File: config.mk
export PLATFORM = sky130hd
export DESIGN_NAME = interrupt_priority_controller
export DESIGN_NICKNAME = d
export VERILOG_FILES = /design/src/intc_pkg.sv /design/src/interrupt_priority_controller.sv
export SDC_FILE = /design/constraint.sdc
export NUM_CORES = 1
export LEC_CHECK = 0
export ABC_AREA = 0
export BUFFER_PORTS_ARGS = -buffer_cell sky130_fd_sc_hd__buf_2
export CAP_MARGIN = 20
export CORE_MARGIN = 5
export CORE_UTILIZATION = 48
export CTS_CLUSTER_SIZE = 30
export DETAILED_ROUTE_END_ITERATION = 6
export HOLD_SLACK_MARGIN = 0.02
export PLACE_DENSITY = 0.87
export SYNTH_ARGS = -nofsm -noshare
export SYNTH_HDL_FRONTEND = slang
export SYNTH_SLANG_ARGS = --single-unit
File: constraint.sdc
create_clock -name SYS_CLK_I -period 2.88 [get_ports SYS_CLK_I]
set_input_delay 0.144 -clock SYS_CLK_I [delete_from_list [all_inputs] [get_ports SYS_CLK_I]]
set_output_delay 0.144 -clock SYS_CLK_I [all_outputs]
set_load 0.05 [all_outputs]
File: src/intc_pkg.sv
// Constants, register map and helper functions of the interrupt controller.
// How it works
// - After reset every request, the nonmaskable one too, is held off.
// - Hold-off ends only once the first program instruction has completed.
// - Seven external sources and thirty internal module sources are taken.
// - Each source is presented to the CPU with its own vector number.
// - The nonmaskable request wins over all others and ignores mask bits.
// - Maskable sources sit at one of two levels; simultaneous ones arbitrate.
// - A watchdog interval overflow pulse raises its own request.
// - A refresh interval compare match pulse raises its own request.
// - Trap sets the mask bit, and the user/mask bit too when enable is 0.
// - Trap vector is chosen by a two-bit number from zero to three.
// - Word and longword accesses force address bit zero low.
// - Acceptance masking has three levels from the mask and user/mask bits.
// - The nonmaskable input detects one edge, chosen by a control bit.
// - Each request pin selects falling-edge or low-level sensing alone.
// - Request flags read back; writing zero clears, writing one does nothing.
// - System control resets on reset and hardware standby only.
// - Enable bit 0 makes user/mask a mask, 1 a user bit; resets to 1.
// - Edge select 0 means falling edge, 1 means rising edge; resets to 0.
// - Reset exception handling sets the condition-code mask bit.
package intc_pkg;

  // Register indices; byte address on the bus is four times the index.
  localparam logic [15:0] SYSCTL_IDX    = 16'hfff2;
  localparam logic [15:0] SENSE_IDX     = 16'hfff4;
  localparam logic [15:0] ENABLE_IDX    = 16'hfff5;
  localparam logic [15:0] FLAGS_IDX     = 16'hfff6;
  localparam logic [15:0] PRIO_A_IDX    = 16'hfff8;
  localparam logic [15:0] PRIO_B_IDX    = 16'hfff9;

  localparam logic [7:0]  SYSCTL_RST    = 8'h0b;
  localparam logic [7:0]  SENSE_RST     = 8'h00;
  localparam logic [7:0]  ENABLE_RST    = 8'h00;
  localparam logic [7:0]  FLAGS_RST     = 8'h00;
  localparam logic [7:0]  PRIO_A_RST    = 8'h00;
  localparam logic [7:0]  PRIO_B_RST    = 8'h00;

  localparam int          USER_EN_BIT   = 3;
  localparam int          EDGE_SEL_BIT  = 2;

  localparam int          N_PIN         = 6;
  localparam int          N_INT         = 30;
  localparam int          N_MOD         = 28;
  localparam int          N_SRC         = 36;

  localparam logic [5:0]  VEC_RESET     = 6'h00;
  localparam logic [5:0]  VEC_NMI       = 6'h07;
  localparam logic [5:0]  VEC_TRAP_BASE = 6'h08;
  localparam logic [5:0]  VEC_IRQ_BASE  = 6'h0c;
  localparam logic [5:0]  VEC_INT_BASE  = 6'h14;

  typedef enum logic [2:0] {
    SEL_NONE,
    SEL_SYSCTL,
    SEL_SENSE,
    SEL_ENABLE,
    SEL_FLAGS,
    SEL_PRIO_A,
    SEL_PRIO_B
  } reg_sel_e;

  // Vector number of maskable source i (pins first, then internal sources).
  function automatic logic [5:0] vec_of(input int i);
    if (i < N_PIN) begin
      vec_of = VEC_IRQ_BASE + 6'(i);
    end else begin
      vec_of = VEC_INT_BASE + 6'(i - N_PIN);
    end
  endfunction

  // Priority bit position in {first, second} for maskable source i.
  function automatic int prio_pos(input int i);
    int g;
    g = 0;
    if (i == 0) begin
      prio_pos = 15;
    end else if (i == 1) begin
      prio_pos = 14;
    end else if (i < 4) begin
      prio_pos = 13;
    end else if (i < N_PIN) begin
      prio_pos = 12;
    end else if (i < N_PIN + 2) begin
      prio_pos = 11;
    end else begin
      g = (i - N_PIN - 2) / 3;
      prio_pos = (g < 6) ? (10 - g) : (9 - g);
    end
  endfunction

endpackage

File: src/interrupt_priority_controller.sv
// Interrupt arbiter with its AHB-Lite register slave and CPU handshake.
`timescale 1ns/1ps
module interrupt_priority_controller
  import intc_pkg::*;
(
  input  wire logic                 SYS_CLK_I,
  input  wire logic                 RST_N_I,
  input  wire logic                 HSEL_I,
  input  wire logic [31:0]          HADDR_I,
  input  wire logic [1:0]           HTRANS_I,
  input  wire logic                 HWRITE_I,
  input  wire logic [2:0]           HSIZE_I,
  input  wire logic [31:0]          HWDATA_I,
  input  wire logic                 HREADY_I,
  output logic      [31:0]          HRDATA_O,
  output logic                      HREADYOUT_O,
  output logic                      HRESP_O,
  input  wire logic                 NMI_I,
  input  wire logic [N_PIN-1:0]     IRQ_N_I,
  input  wire logic                 WDT_OVF_I,
  input  wire logic                 REF_CMP_I,
  input  wire logic [N_MOD-1:0]     MOD_REQ_I,
  input  wire logic                 HW_STANDBY_I,
  input  wire logic                 COND_MASK_I,
  input  wire logic                 COND_USER_MASK_I,
  input  wire logic                 FIRST_INSN_DONE_I,
  input  wire logic                 INT_ACK_I,
  input  wire logic                 TRAP_I,
  input  wire logic [1:0]           TRAP_NUM_I,
  input  wire logic [23:0]          STACK_ADDR_I,
  input  wire logic                 ACCESS_WIDE_I,
  output logic                      INT_REQ_O,
  output logic      [5:0]           INT_VECTOR_O,
  output logic                      EXC_TAKE_O,
  output logic      [5:0]           EXC_VECTOR_O,
  output logic                      SET_MASK_O,
  output logic                      SET_USER_MASK_O,
  output logic      [23:0]          BUS_ADDR_O
);

  logic             nmi_s1;
  logic             nmi_s2;
  logic             nmi_s3;
  logic [N_PIN-1:0] irq_s1;
  logic [N_PIN-1:0] irq_s2;
  logic [N_PIN-1:0] irq_s3;
  logic [7:0]       sysctl;
  logic [N_PIN-1:0] sense;
  logic [N_PIN-1:0] enable;
  logic [N_PIN-1:0] flags;
  logic [7:0]       prio_a;
  logic [7:0]       prio_b;
  logic             dp_wr;
  reg_sel_e         dp_sel;
  logic             rd_wait;
  reg_sel_e         rd_sel;
  logic             blocked;
  logic             nmi_pend;
  logic             wdt_pend;
  logic             ref_pend;
  logic             ap_valid;
  logic             nmi_evt;
  logic [N_PIN-1:0] irq_set;
  logic [N_PIN-1:0] wdata6;
  logic             user_en;
  logic             allow_hi;
  logic             allow_lo;
  logic [N_SRC-1:0] src_req;
  logic [15:0]      prio16;
  logic             next_req;
  logic [5:0]       next_vec;

  // Address phase decode; only aligned words inside the map are selected.
  function automatic reg_sel_e decode_sel(input logic [31:0] a);
    if (a[31:18] != 14'h0000 || a[1:0] != 2'b00) begin
      decode_sel = SEL_NONE;
    end else if (a[17:2] == SYSCTL_IDX) begin
      decode_sel = SEL_SYSCTL;
    end else if (a[17:2] == SENSE_IDX) begin
      decode_sel = SEL_SENSE;
    end else if (a[17:2] == ENABLE_IDX) begin
      decode_sel = SEL_ENABLE;
    end else if (a[17:2] == FLAGS_IDX) begin
      decode_sel = SEL_FLAGS;
    end else if (a[17:2] == PRIO_A_IDX) begin
      decode_sel = SEL_PRIO_A;
    end else if (a[17:2] == PRIO_B_IDX) begin
      decode_sel = SEL_PRIO_B;
    end else begin
      decode_sel = SEL_NONE;
    end
  endfunction

  assign ap_valid    = HSEL_I & HTRANS_I[1] & HREADY_I;
  assign HREADYOUT_O = ~rd_wait;
  assign HRESP_O     = 1'b0;
  assign wdata6      = HWDATA_I[N_PIN-1:0];
  assign user_en     = sysctl[USER_EN_BIT];

  // Bus capture; reads take one wait state so a write just before is seen.
  always_ff @(posedge SYS_CLK_I or negedge RST_N_I) begin
    if (!RST_N_I) begin
      dp_wr   <= 1'b0;
      dp_sel  <= SEL_NONE;
      rd_wait <= 1'b0;
      rd_sel  <= SEL_NONE;
    end else begin
      dp_wr   <= ap_valid & HWRITE_I;
      rd_wait <= ap_valid & ~HWRITE_I;
      if (ap_valid) begin
        dp_sel <= decode_sel(HADDR_I);
        rd_sel <= decode_sel(HADDR_I);
      end
    end
  end

  always_ff @(posedge SYS_CLK_I or negedge RST_N_I) begin
    if (!RST_N_I) begin
      HRDATA_O <= 32'h0000_0000;
    end else if (rd_wait) begin
      case (rd_sel)
        SEL_SYSCTL: HRDATA_O <= {24'h000000, sysctl};
        SEL_SENSE:  HRDATA_O <= {26'h0, sense};
        SEL_ENABLE: HRDATA_O <= {26'h0, enable};
        SEL_FLAGS:  HRDATA_O <= {26'h0, flags};
        SEL_PRIO_A: HRDATA_O <= {24'h000000, prio_a};
        SEL_PRIO_B: HRDATA_O <= {24'h000000, prio_b};
        default:    HRDATA_O <= 32'h0000_0000;
      endcase
    end
  end

  // Control registers; standby is a synchronous return to reset values.
  always_ff @(posedge SYS_CLK_I or negedge RST_N_I) begin
    if (!RST_N_I) begin
      sysctl <= SYSCTL_RST;
      sense  <= SENSE_RST[N_PIN-1:0];
      enable <= ENABLE_RST[N_PIN-1:0];
      prio_a <= PRIO_A_RST;
      prio_b <= PRIO_B_RST;
    end else if (HW_STANDBY_I) begin
      sysctl <= SYSCTL_RST;
      sense  <= SENSE_RST[N_PIN-1:0];
      enable <= ENABLE_RST[N_PIN-1:0];
      prio_a <= PRIO_A_RST;
      prio_b <= PRIO_B_RST;
    end else if (dp_wr) begin
      case (dp_sel)
        SEL_SYSCTL: sysctl <= HWDATA_I[7:0];
        SEL_SENSE:  sense  <= wdata6;
        SEL_ENABLE: enable <= wdata6;
        SEL_PRIO_A: prio_a <= HWDATA_I[7:0];
        SEL_PRIO_B: prio_b <= HWDATA_I[7:0];
        default:    sysctl <= sysctl;
      endcase
    end
  end

  // Pins come from outside the clock domain: two stages, then a history.
  always_ff @(posedge SYS_CLK_I or negedge RST_N_I) begin
    if (!RST_N_I) begin
      nmi_s1 <= 1'b1;
      nmi_s2 <= 1'b1;
      nmi_s3 <= 1'b1;
      irq_s1 <= '1;
      irq_s2 <= '1;
      irq_s3 <= '1;
    end else begin
      nmi_s1 <= NMI_I;
      nmi_s2 <= nmi_s1;
      nmi_s3 <= nmi_s2;
      irq_s1 <= IRQ_N_I;
      irq_s2 <= irq_s1;
      irq_s3 <= irq_s2;
    end
  end

  assign nmi_evt = sysctl[EDGE_SEL_BIT] ? (nmi_s2 & ~nmi_s3)
                                        : (~nmi_s2 & nmi_s3);
  // Sense bit 1 catches a falling edge, 0 follows a low level.
  assign irq_set = (sense & irq_s3 & ~irq_s2) | (~sense & ~irq_s2);

  // Flags: a write of zero clears, and a new event in that cycle wins.
  always_ff @(posedge SYS_CLK_I or negedge RST_N_I) begin
    if (!RST_N_I) begin
      flags <= FLAGS_RST[N_PIN-1:0];
    end else if (HW_STANDBY_I) begin
      flags <= FLAGS_RST[N_PIN-1:0];
    end else if (dp_wr && dp_sel == SEL_FLAGS) begin
      flags <= (flags & wdata6) | irq_set;
    end else begin
      flags <= flags | irq_set;
    end
  end

  // Nothing is taken until the CPU reports its first instruction done.
  always_ff @(posedge SYS_CLK_I or negedge RST_N_I) begin
    if (!RST_N_I) begin
      blocked <= 1'b1;
    end else if (FIRST_INSN_DONE_I) begin
      blocked <= 1'b0;
    end
  end

  // Event sources are latched until the CPU acknowledges their vector.
  always_ff @(posedge SYS_CLK_I or negedge RST_N_I) begin
    if (!RST_N_I) begin
      nmi_pend <= 1'b0;
      wdt_pend <= 1'b0;
      ref_pend <= 1'b0;
    end else begin
      // Nonmaskable edges seen while blocked are dropped, as the stack is not ready.
      if (nmi_evt && !blocked) begin
        nmi_pend <= 1'b1;
      end else if (INT_ACK_I && INT_VECTOR_O == VEC_NMI) begin
        nmi_pend <= 1'b0;
      end
      if (WDT_OVF_I) begin
        wdt_pend <= 1'b1;
      end else if (INT_ACK_I && INT_VECTOR_O == VEC_INT_BASE) begin
        wdt_pend <= 1'b0;
      end
      if (REF_CMP_I) begin
        ref_pend <= 1'b1;
      end else if (INT_ACK_I && INT_VECTOR_O == VEC_INT_BASE + 6'h01) begin
        ref_pend <= 1'b0;
      end
    end
  end

  assign src_req = {MOD_REQ_I, ref_pend, wdt_pend, flags & enable};
  assign prio16  = {prio_a, prio_b};
  // With the enable bit set the user/mask bit is a plain user bit.
  assign allow_hi = ~COND_MASK_I | (~user_en & ~COND_USER_MASK_I);
  assign allow_lo = ~COND_MASK_I;

  // Scan downward so the lowest index, hence lowest vector, is kept.
  always_comb begin
    int hi_idx;
    int lo_idx;
    logic hi_hit;
    logic lo_hit;
    hi_idx   = 0;
    lo_idx   = 0;
    hi_hit   = 1'b0;
    lo_hit   = 1'b0;
    next_req = 1'b0;
    next_vec = INT_VECTOR_O;
    for (int i = N_SRC - 1; i >= 0; i--) begin
      if (src_req[i] && prio16[prio_pos(i)]) begin
        hi_hit = 1'b1;
        hi_idx = i;
      end
      if (src_req[i] && !prio16[prio_pos(i)]) begin
        lo_hit = 1'b1;
        lo_idx = i;
      end
    end
    if (blocked || INT_ACK_I) begin
      next_req = 1'b0;
    end else if (nmi_pend) begin
      next_req = 1'b1;
      next_vec = VEC_NMI;
    end else if (hi_hit && allow_hi) begin
      next_req = 1'b1;
      next_vec = vec_of(hi_idx);
    end else if (lo_hit && allow_lo) begin
      next_req = 1'b1;
      next_vec = vec_of(lo_idx);
    end
  end

  always_ff @(posedge SYS_CLK_I or negedge RST_N_I) begin
    if (!RST_N_I) begin
      INT_REQ_O    <= 1'b0;
      INT_VECTOR_O <= VEC_RESET;
    end else begin
      INT_REQ_O    <= next_req;
      INT_VECTOR_O <= next_vec;
    end
  end

  // Exception entry; the reset values form the reset exception pulse.
  always_ff @(posedge SYS_CLK_I or negedge RST_N_I) begin
    if (!RST_N_I) begin
      EXC_TAKE_O      <= 1'b1;
      EXC_VECTOR_O    <= VEC_RESET;
      SET_MASK_O      <= 1'b1;
      SET_USER_MASK_O <= 1'b0;
    end else if (INT_ACK_I) begin
      EXC_TAKE_O      <= 1'b1;
      EXC_VECTOR_O    <= INT_VECTOR_O;
      SET_MASK_O      <= 1'b1;
      SET_USER_MASK_O <= ~user_en;
    end else if (TRAP_I) begin
      EXC_TAKE_O      <= 1'b1;
      EXC_VECTOR_O    <= VEC_TRAP_BASE + {4'h0, TRAP_NUM_I};
      SET_MASK_O      <= 1'b1;
      SET_USER_MASK_O <= ~user_en;
    end else begin
      EXC_TAKE_O      <= 1'b0;
      SET_MASK_O      <= 1'b0;
      SET_USER_MASK_O <= 1'b0;
    end
  end

  // Stack and other wide accesses are forced even.
  always_ff @(posedge SYS_CLK_I or negedge RST_N_I) begin
    if (!RST_N_I) begin
      BUS_ADDR_O <= 24'h000000;
    end else if (ACCESS_WIDE_I) begin
      BUS_ADDR_O <= {STACK_ADDR_I[23:1], 1'b0};
    end else begin
      BUS_ADDR_O <= STACK_ADDR_I;
    end
  end

  a_reset_blocks: assert property (
    @(posedge SYS_CLK_I) disable iff (!RST_N_I)
    $past(blocked) |-> !INT_REQ_O)
    else $error("request presented while blocked after reset");

  a_first_insn: assert property (
    @(posedge SYS_CLK_I) disable iff (!RST_N_I)
    $fell(blocked) |-> $past(FIRST_INSN_DONE_I))
    else $error("hold-off ended without first instruction");

  a_nmi_wins: assert property (
    @(posedge SYS_CLK_I) disable iff (!RST_N_I)
    (nmi_pend && !blocked && !INT_ACK_I) |=>
      (INT_REQ_O && INT_VECTOR_O == VEC_NMI))
    else $error("pending nonmaskable request not presented");

  a_mask_all: assert property (
    @(posedge SYS_CLK_I) disable iff (!RST_N_I)
    (COND_MASK_I && user_en) |=> (!INT_REQ_O || INT_VECTOR_O == VEC_NMI))
    else $error("maskable request passed a full mask");

  a_flag_set_wins: assert property (
    @(posedge SYS_CLK_I) disable iff (!RST_N_I)
    (|irq_set && !HW_STANDBY_I) |=> ((flags & $past(irq_set))
      == $past(irq_set)))
    else $error("flag event lost");

  a_flag_clear: assert property (
    @(posedge SYS_CLK_I) disable iff (!RST_N_I)
    (dp_wr && dp_sel == SEL_FLAGS && irq_set == '0 && !HW_STANDBY_I)
      |=> flags == ($past(flags) & $past(wdata6)))
    else $error("flag write did not clear by zeros only");

  a_trap_bits: assert property (
    @(posedge SYS_CLK_I) disable iff (!RST_N_I)
    (TRAP_I && !INT_ACK_I) |=> (SET_MASK_O && EXC_TAKE_O &&
      SET_USER_MASK_O == !$past(user_en)))
    else $error("trap set wrong mask bits");

  a_trap_vector: assert property (
    @(posedge SYS_CLK_I) disable iff (!RST_N_I)
    (TRAP_I && !INT_ACK_I) |=>
      EXC_VECTOR_O == VEC_TRAP_BASE + {4'h0, $past(TRAP_NUM_I)})
    else $error("trap vector wrong");

  a_wdt_event: assert property (
    @(posedge SYS_CLK_I) disable iff (!RST_N_I)
    WDT_OVF_I |=> wdt_pend)
    else $error("watchdog overflow not latched");

  a_ref_event: assert property (
    @(posedge SYS_CLK_I) disable iff (!RST_N_I)
    REF_CMP_I |=> ref_pend)
    else $error("refresh compare match not latched");

  a_wide_even: assert property (
    @(posedge SYS_CLK_I) disable iff (!RST_N_I)
    ACCESS_WIDE_I |=> !BUS_ADDR_O[0])
    else $error("wide access left odd address");

  a_standby_rst: assert property (
    @(posedge SYS_CLK_I) disable iff (!RST_N_I)
    HW_STANDBY_I |=> sysctl == SYSCTL_RST)
    else $error("system control not reset in standby");

  a_nmi_fall: assert property (
    @(posedge SYS_CLK_I) disable iff (!RST_N_I)
    (!sysctl[EDGE_SEL_BIT] && !nmi_s2 && nmi_s3 && !blocked) |=> nmi_pend)
    else $error("falling nonmaskable edge missed");

endmodule

==> flow_summary.toml <==
[run_status]
status = "finished, final reports clean"

[placed_design]
io_buffers = 164
place_ws_ns = 0.231
dpl.hpwl_um = 13400
gp_congestion = 0.918

[grt]
grt_use_met1 = 0.280
grt_overflow = 0
grt_pass1_vias = 6101
met2_usage = 0.389
grt_max_degree = 68
met3_usage = 0.0656
grt_usage = 0.231
antenna_found_initial = 0
grt_pass1_wl_um = 29600
busiest_layer = "met2"

[cts]
postCtsSetupRepairBufs = 0
cts_root_buf = "clkbuf_16"
insertion_delay_ns = 0.42
cts.sinks = 119
tritoncts = "built"
clockBufferDepth = 2
cts_buffers = 17
cts_max_level = 4
path_clk_slew_ns = 0.05

[power_and_ir_drop]
comb_power_share = 0.137
p_leak_nw = 3.90
power_density_mw_per_mm2 = 519
seqPwrFrac = 0.416
ir_worst_vdd_mv = 0.477
internal_power_mw = 3.14
pwr-share-clk = 0.448
netSwitchingFraction = 0.276
power.switching_mw = 1.19

[sta]
rsz0062_at_grt = "false"
slew_violations = 0
finalSetupTns_ns = 0
tightest_slew_ns = 0.814
layout_min_cycle_time_ns = 2.74
setup_viol = 0
slew_headroom = 0.457
max_freq_mhz = 365
skew_ns = 0.0140
period_share = 0.952
hold_viol = 0
worst_slack_ns = 0.140

[setup_path]
worstReg2RegEnd = "INT_VECTOR_O[3]"
crit_start = "flags[0]"
end_kind = "flip-flop"
crit_type = "reg2reg"
cp.required_ns = 3.16
rr_startpoint = "flags[0]"
worst_setup_path_start_kind = "flip-flop"
r2r_slack_ns = 0.14
worstPathArrival_ns = 3.02
reg2regPathDepth = 10
path_max_fanout = 5

[yosys]
ys_ff_latch = 119
synth_cells = 703
synth_ff_type = "dfrtp_1"
synth_top_cell_by_area = "dfrtp_1"
async_flop_share = 1.00
synth-edff-count = 0
ys_seq_area_frac = 0.462
synth.top_cell.area_share = 0.357
syn_area_mm2 = 0.00652
synth_commonest_cells = "93 x dfrtp_1, 93 x nand2_1, 63 x nor2_1, 48 x a21oi_1, 42 x o21ai_0"
synth_cell_types = 78
synthTopCellsByArea = "dfrtp_1 36%, dfstp_2 10%, nand2_1 5.4%"
yosysWarnings = 0
avgSynthCellArea_um2 = 9.28

[hold_path]
hp-start = "HWDATA_I[4]"
hold_depth = 3
hold_class = "in2reg"
holdPathEnd = "prio_b[4]"

[detailed_routing]
drt_iter0_drc = 509
drtAntennaViolNets = 0
vias_per_cell = 5.67
firstDrtPassIters = 5
drt-wirelength-per-cell_um = 17.1
num_vias = 6191
drc = 0
routed_wl_um = 18700

[die]
dieHeight_um = 127
initial_core_util = 0.490
io_pins = 218
row_count = 42
die_x_um = 127
fp.dieArea_mm2 = 0.0160
fp.coreArea_mm2 = 0.0133

[layout]
drive_above_1_share = 0.271
seq_area_mm2 = 0.00301
area_growth_pct = 27.9
layout.nets = 1055
fillers = 1091
diodes = 0
final_core_util = 0.627
multi_input_comb_area_mm2 = 0.00319

[flow_run]
maxCapViolCount = 0
==> flip-flops by register name (all words and copies together) (netlist names), 3 cells and up <==
name and flops:
BUS_ADDR_O 24, EXC_VECTOR_O 6, HRDATA_O 8, INT_VECTOR_O 6, enable 6, flags 6, irq_s1 6, irq_s2 6
irq_s3 6, prio_a 8, prio_b 8, rd_sel 3, sense 6, sysctl 8
==> critical path, cell delays in order (launching register included) <==
cell,delay (ns)
dfrtp_1,0.41
and3_1,0.23
or2_1,0.24
or4b_1,0.54
o22ai_2,0.28
inv_1,0.11
ha_1,0.24
nand2_1,0.07
mux2i_1,0.09
o31ai_2,0.28
o211ai_1,0.12
==> power by group through the flow <==
stage / Sequential [mW] / Clock [mW] / Combinational [mW]
floorplan: 1.95 / 0 / 0.215
global placement: 1.82 / 0 / 0.536
detailed placement: 1.83 / 0 / 0.546
CTS: 1.80 / 1.97 / 0.588
global route: 1.81 / 2.06 / 0.634
finish: 1.80 / 1.94 / 0.591
==> repair_timing <==
item | CTS | global route
setup endpoints to repair | 0 | 1
gates resized for setup | 0 | 2
hold endpoints to repair | 88 | 0
hold buffers | 39 | 0
==> placed cells by master (no fill, tap or decap), types with 5 or more instances in the layout <==
cell / n
conb_1: 25
dfstp_2: 26
a211oi_1: 9
clkbuf_16: 17
nand3_1: 13
nor2b_1: 15
o21ai_0: 42
a21oi_1: 48
nor4_1: 7
and3_1: 5
o211ai_1: 9
dfrtp_1: 92
mux2_2: 7
buf_2: 163
buf_4: 9
a31oi_1: 5
a221oi_1: 7
dlygate4sd3_1: 39
a22o_1: 7
nand3b_1: 9
inv_1: 22
nand2b_1: 10
o2111ai_1: 5
nand4_1: 5
ha_1: 8
mux2i_1: 22
nor2_1: 63
nor3_1: 9
o21bai_1: 10
nand2_1: 93
a21o_1: 16
clkbuf_1: 6
==> routing by layer <==
metal  vias up  share of wire  routed length [um]
met2       313           0.49                9120
met1      2954           0.39                7240
met5         -              0                   0
met3        54          0.095                1770
met4         0          0.029                 550
li1       2870              -                   -
==> per-stage QoR <==
step / area, um^2 / power [mW] / instances / hold WS, ns
after global routing: 8340 / 4.50 / 1092 / 0.0248
after floorplan: 6610 / 2.17 / 727 / -0.152
after global placement: 7400 / 2.36 / 1021 / 0.249
final: 8340 / 4.33 / 1092 / 0.0359
after CTS: 8330 / 4.35 / 1092 / 0.0200
after detailed placement: 7400 / 2.37 / 1021 / 0.251
==> final cells by class <==
cell class,count,share of cell area
flip-flops and latches,119,0.361
clock inverters,8,0.00930
well taps,176,0.0264
inverters,24,0.0108
multi-input cells,529,0.382
repair buffers,212,0.155
clock buffers,24,0.0554
==> how the worst max path moves through the flow <==
| stage | end | slack (ns) | depth (start not counted) |
|---|---|---|---|
| 2_1_floorplan | INT_VECTOR_O[3] | 0.42 | 9 |
| 3_3_place_gp | INT_VECTOR_O[3] | 0.25 | 9 |
| 3_5_place_dp | INT_VECTOR_O[3] | 0.23 | 9 |
| 4_1_cts | INT_VECTOR_O[3] | 0.21 | 9 |
| 5_1_grt | INT_VECTOR_O[3] | 0.009 | 10 |
| 6_report | INT_VECTOR_O[3] | 0.14 | 10 |
==> cell families (layout without fill, tap and decap cells) <==
logic type,count (synthesis),in the layout,synth area share
mux,30,30,0.0482
buf+inv,79,268,0.0645
fa+ha+maj,8,8,0.0153
compound gates,207,207,0.215
xor+xnor,3,3,0.00403
other cells,1,25,0.000575
simple gates,256,256,0.191
flops,119,119,0.462
Note: power is estimated with default switching activity, not from simulation.
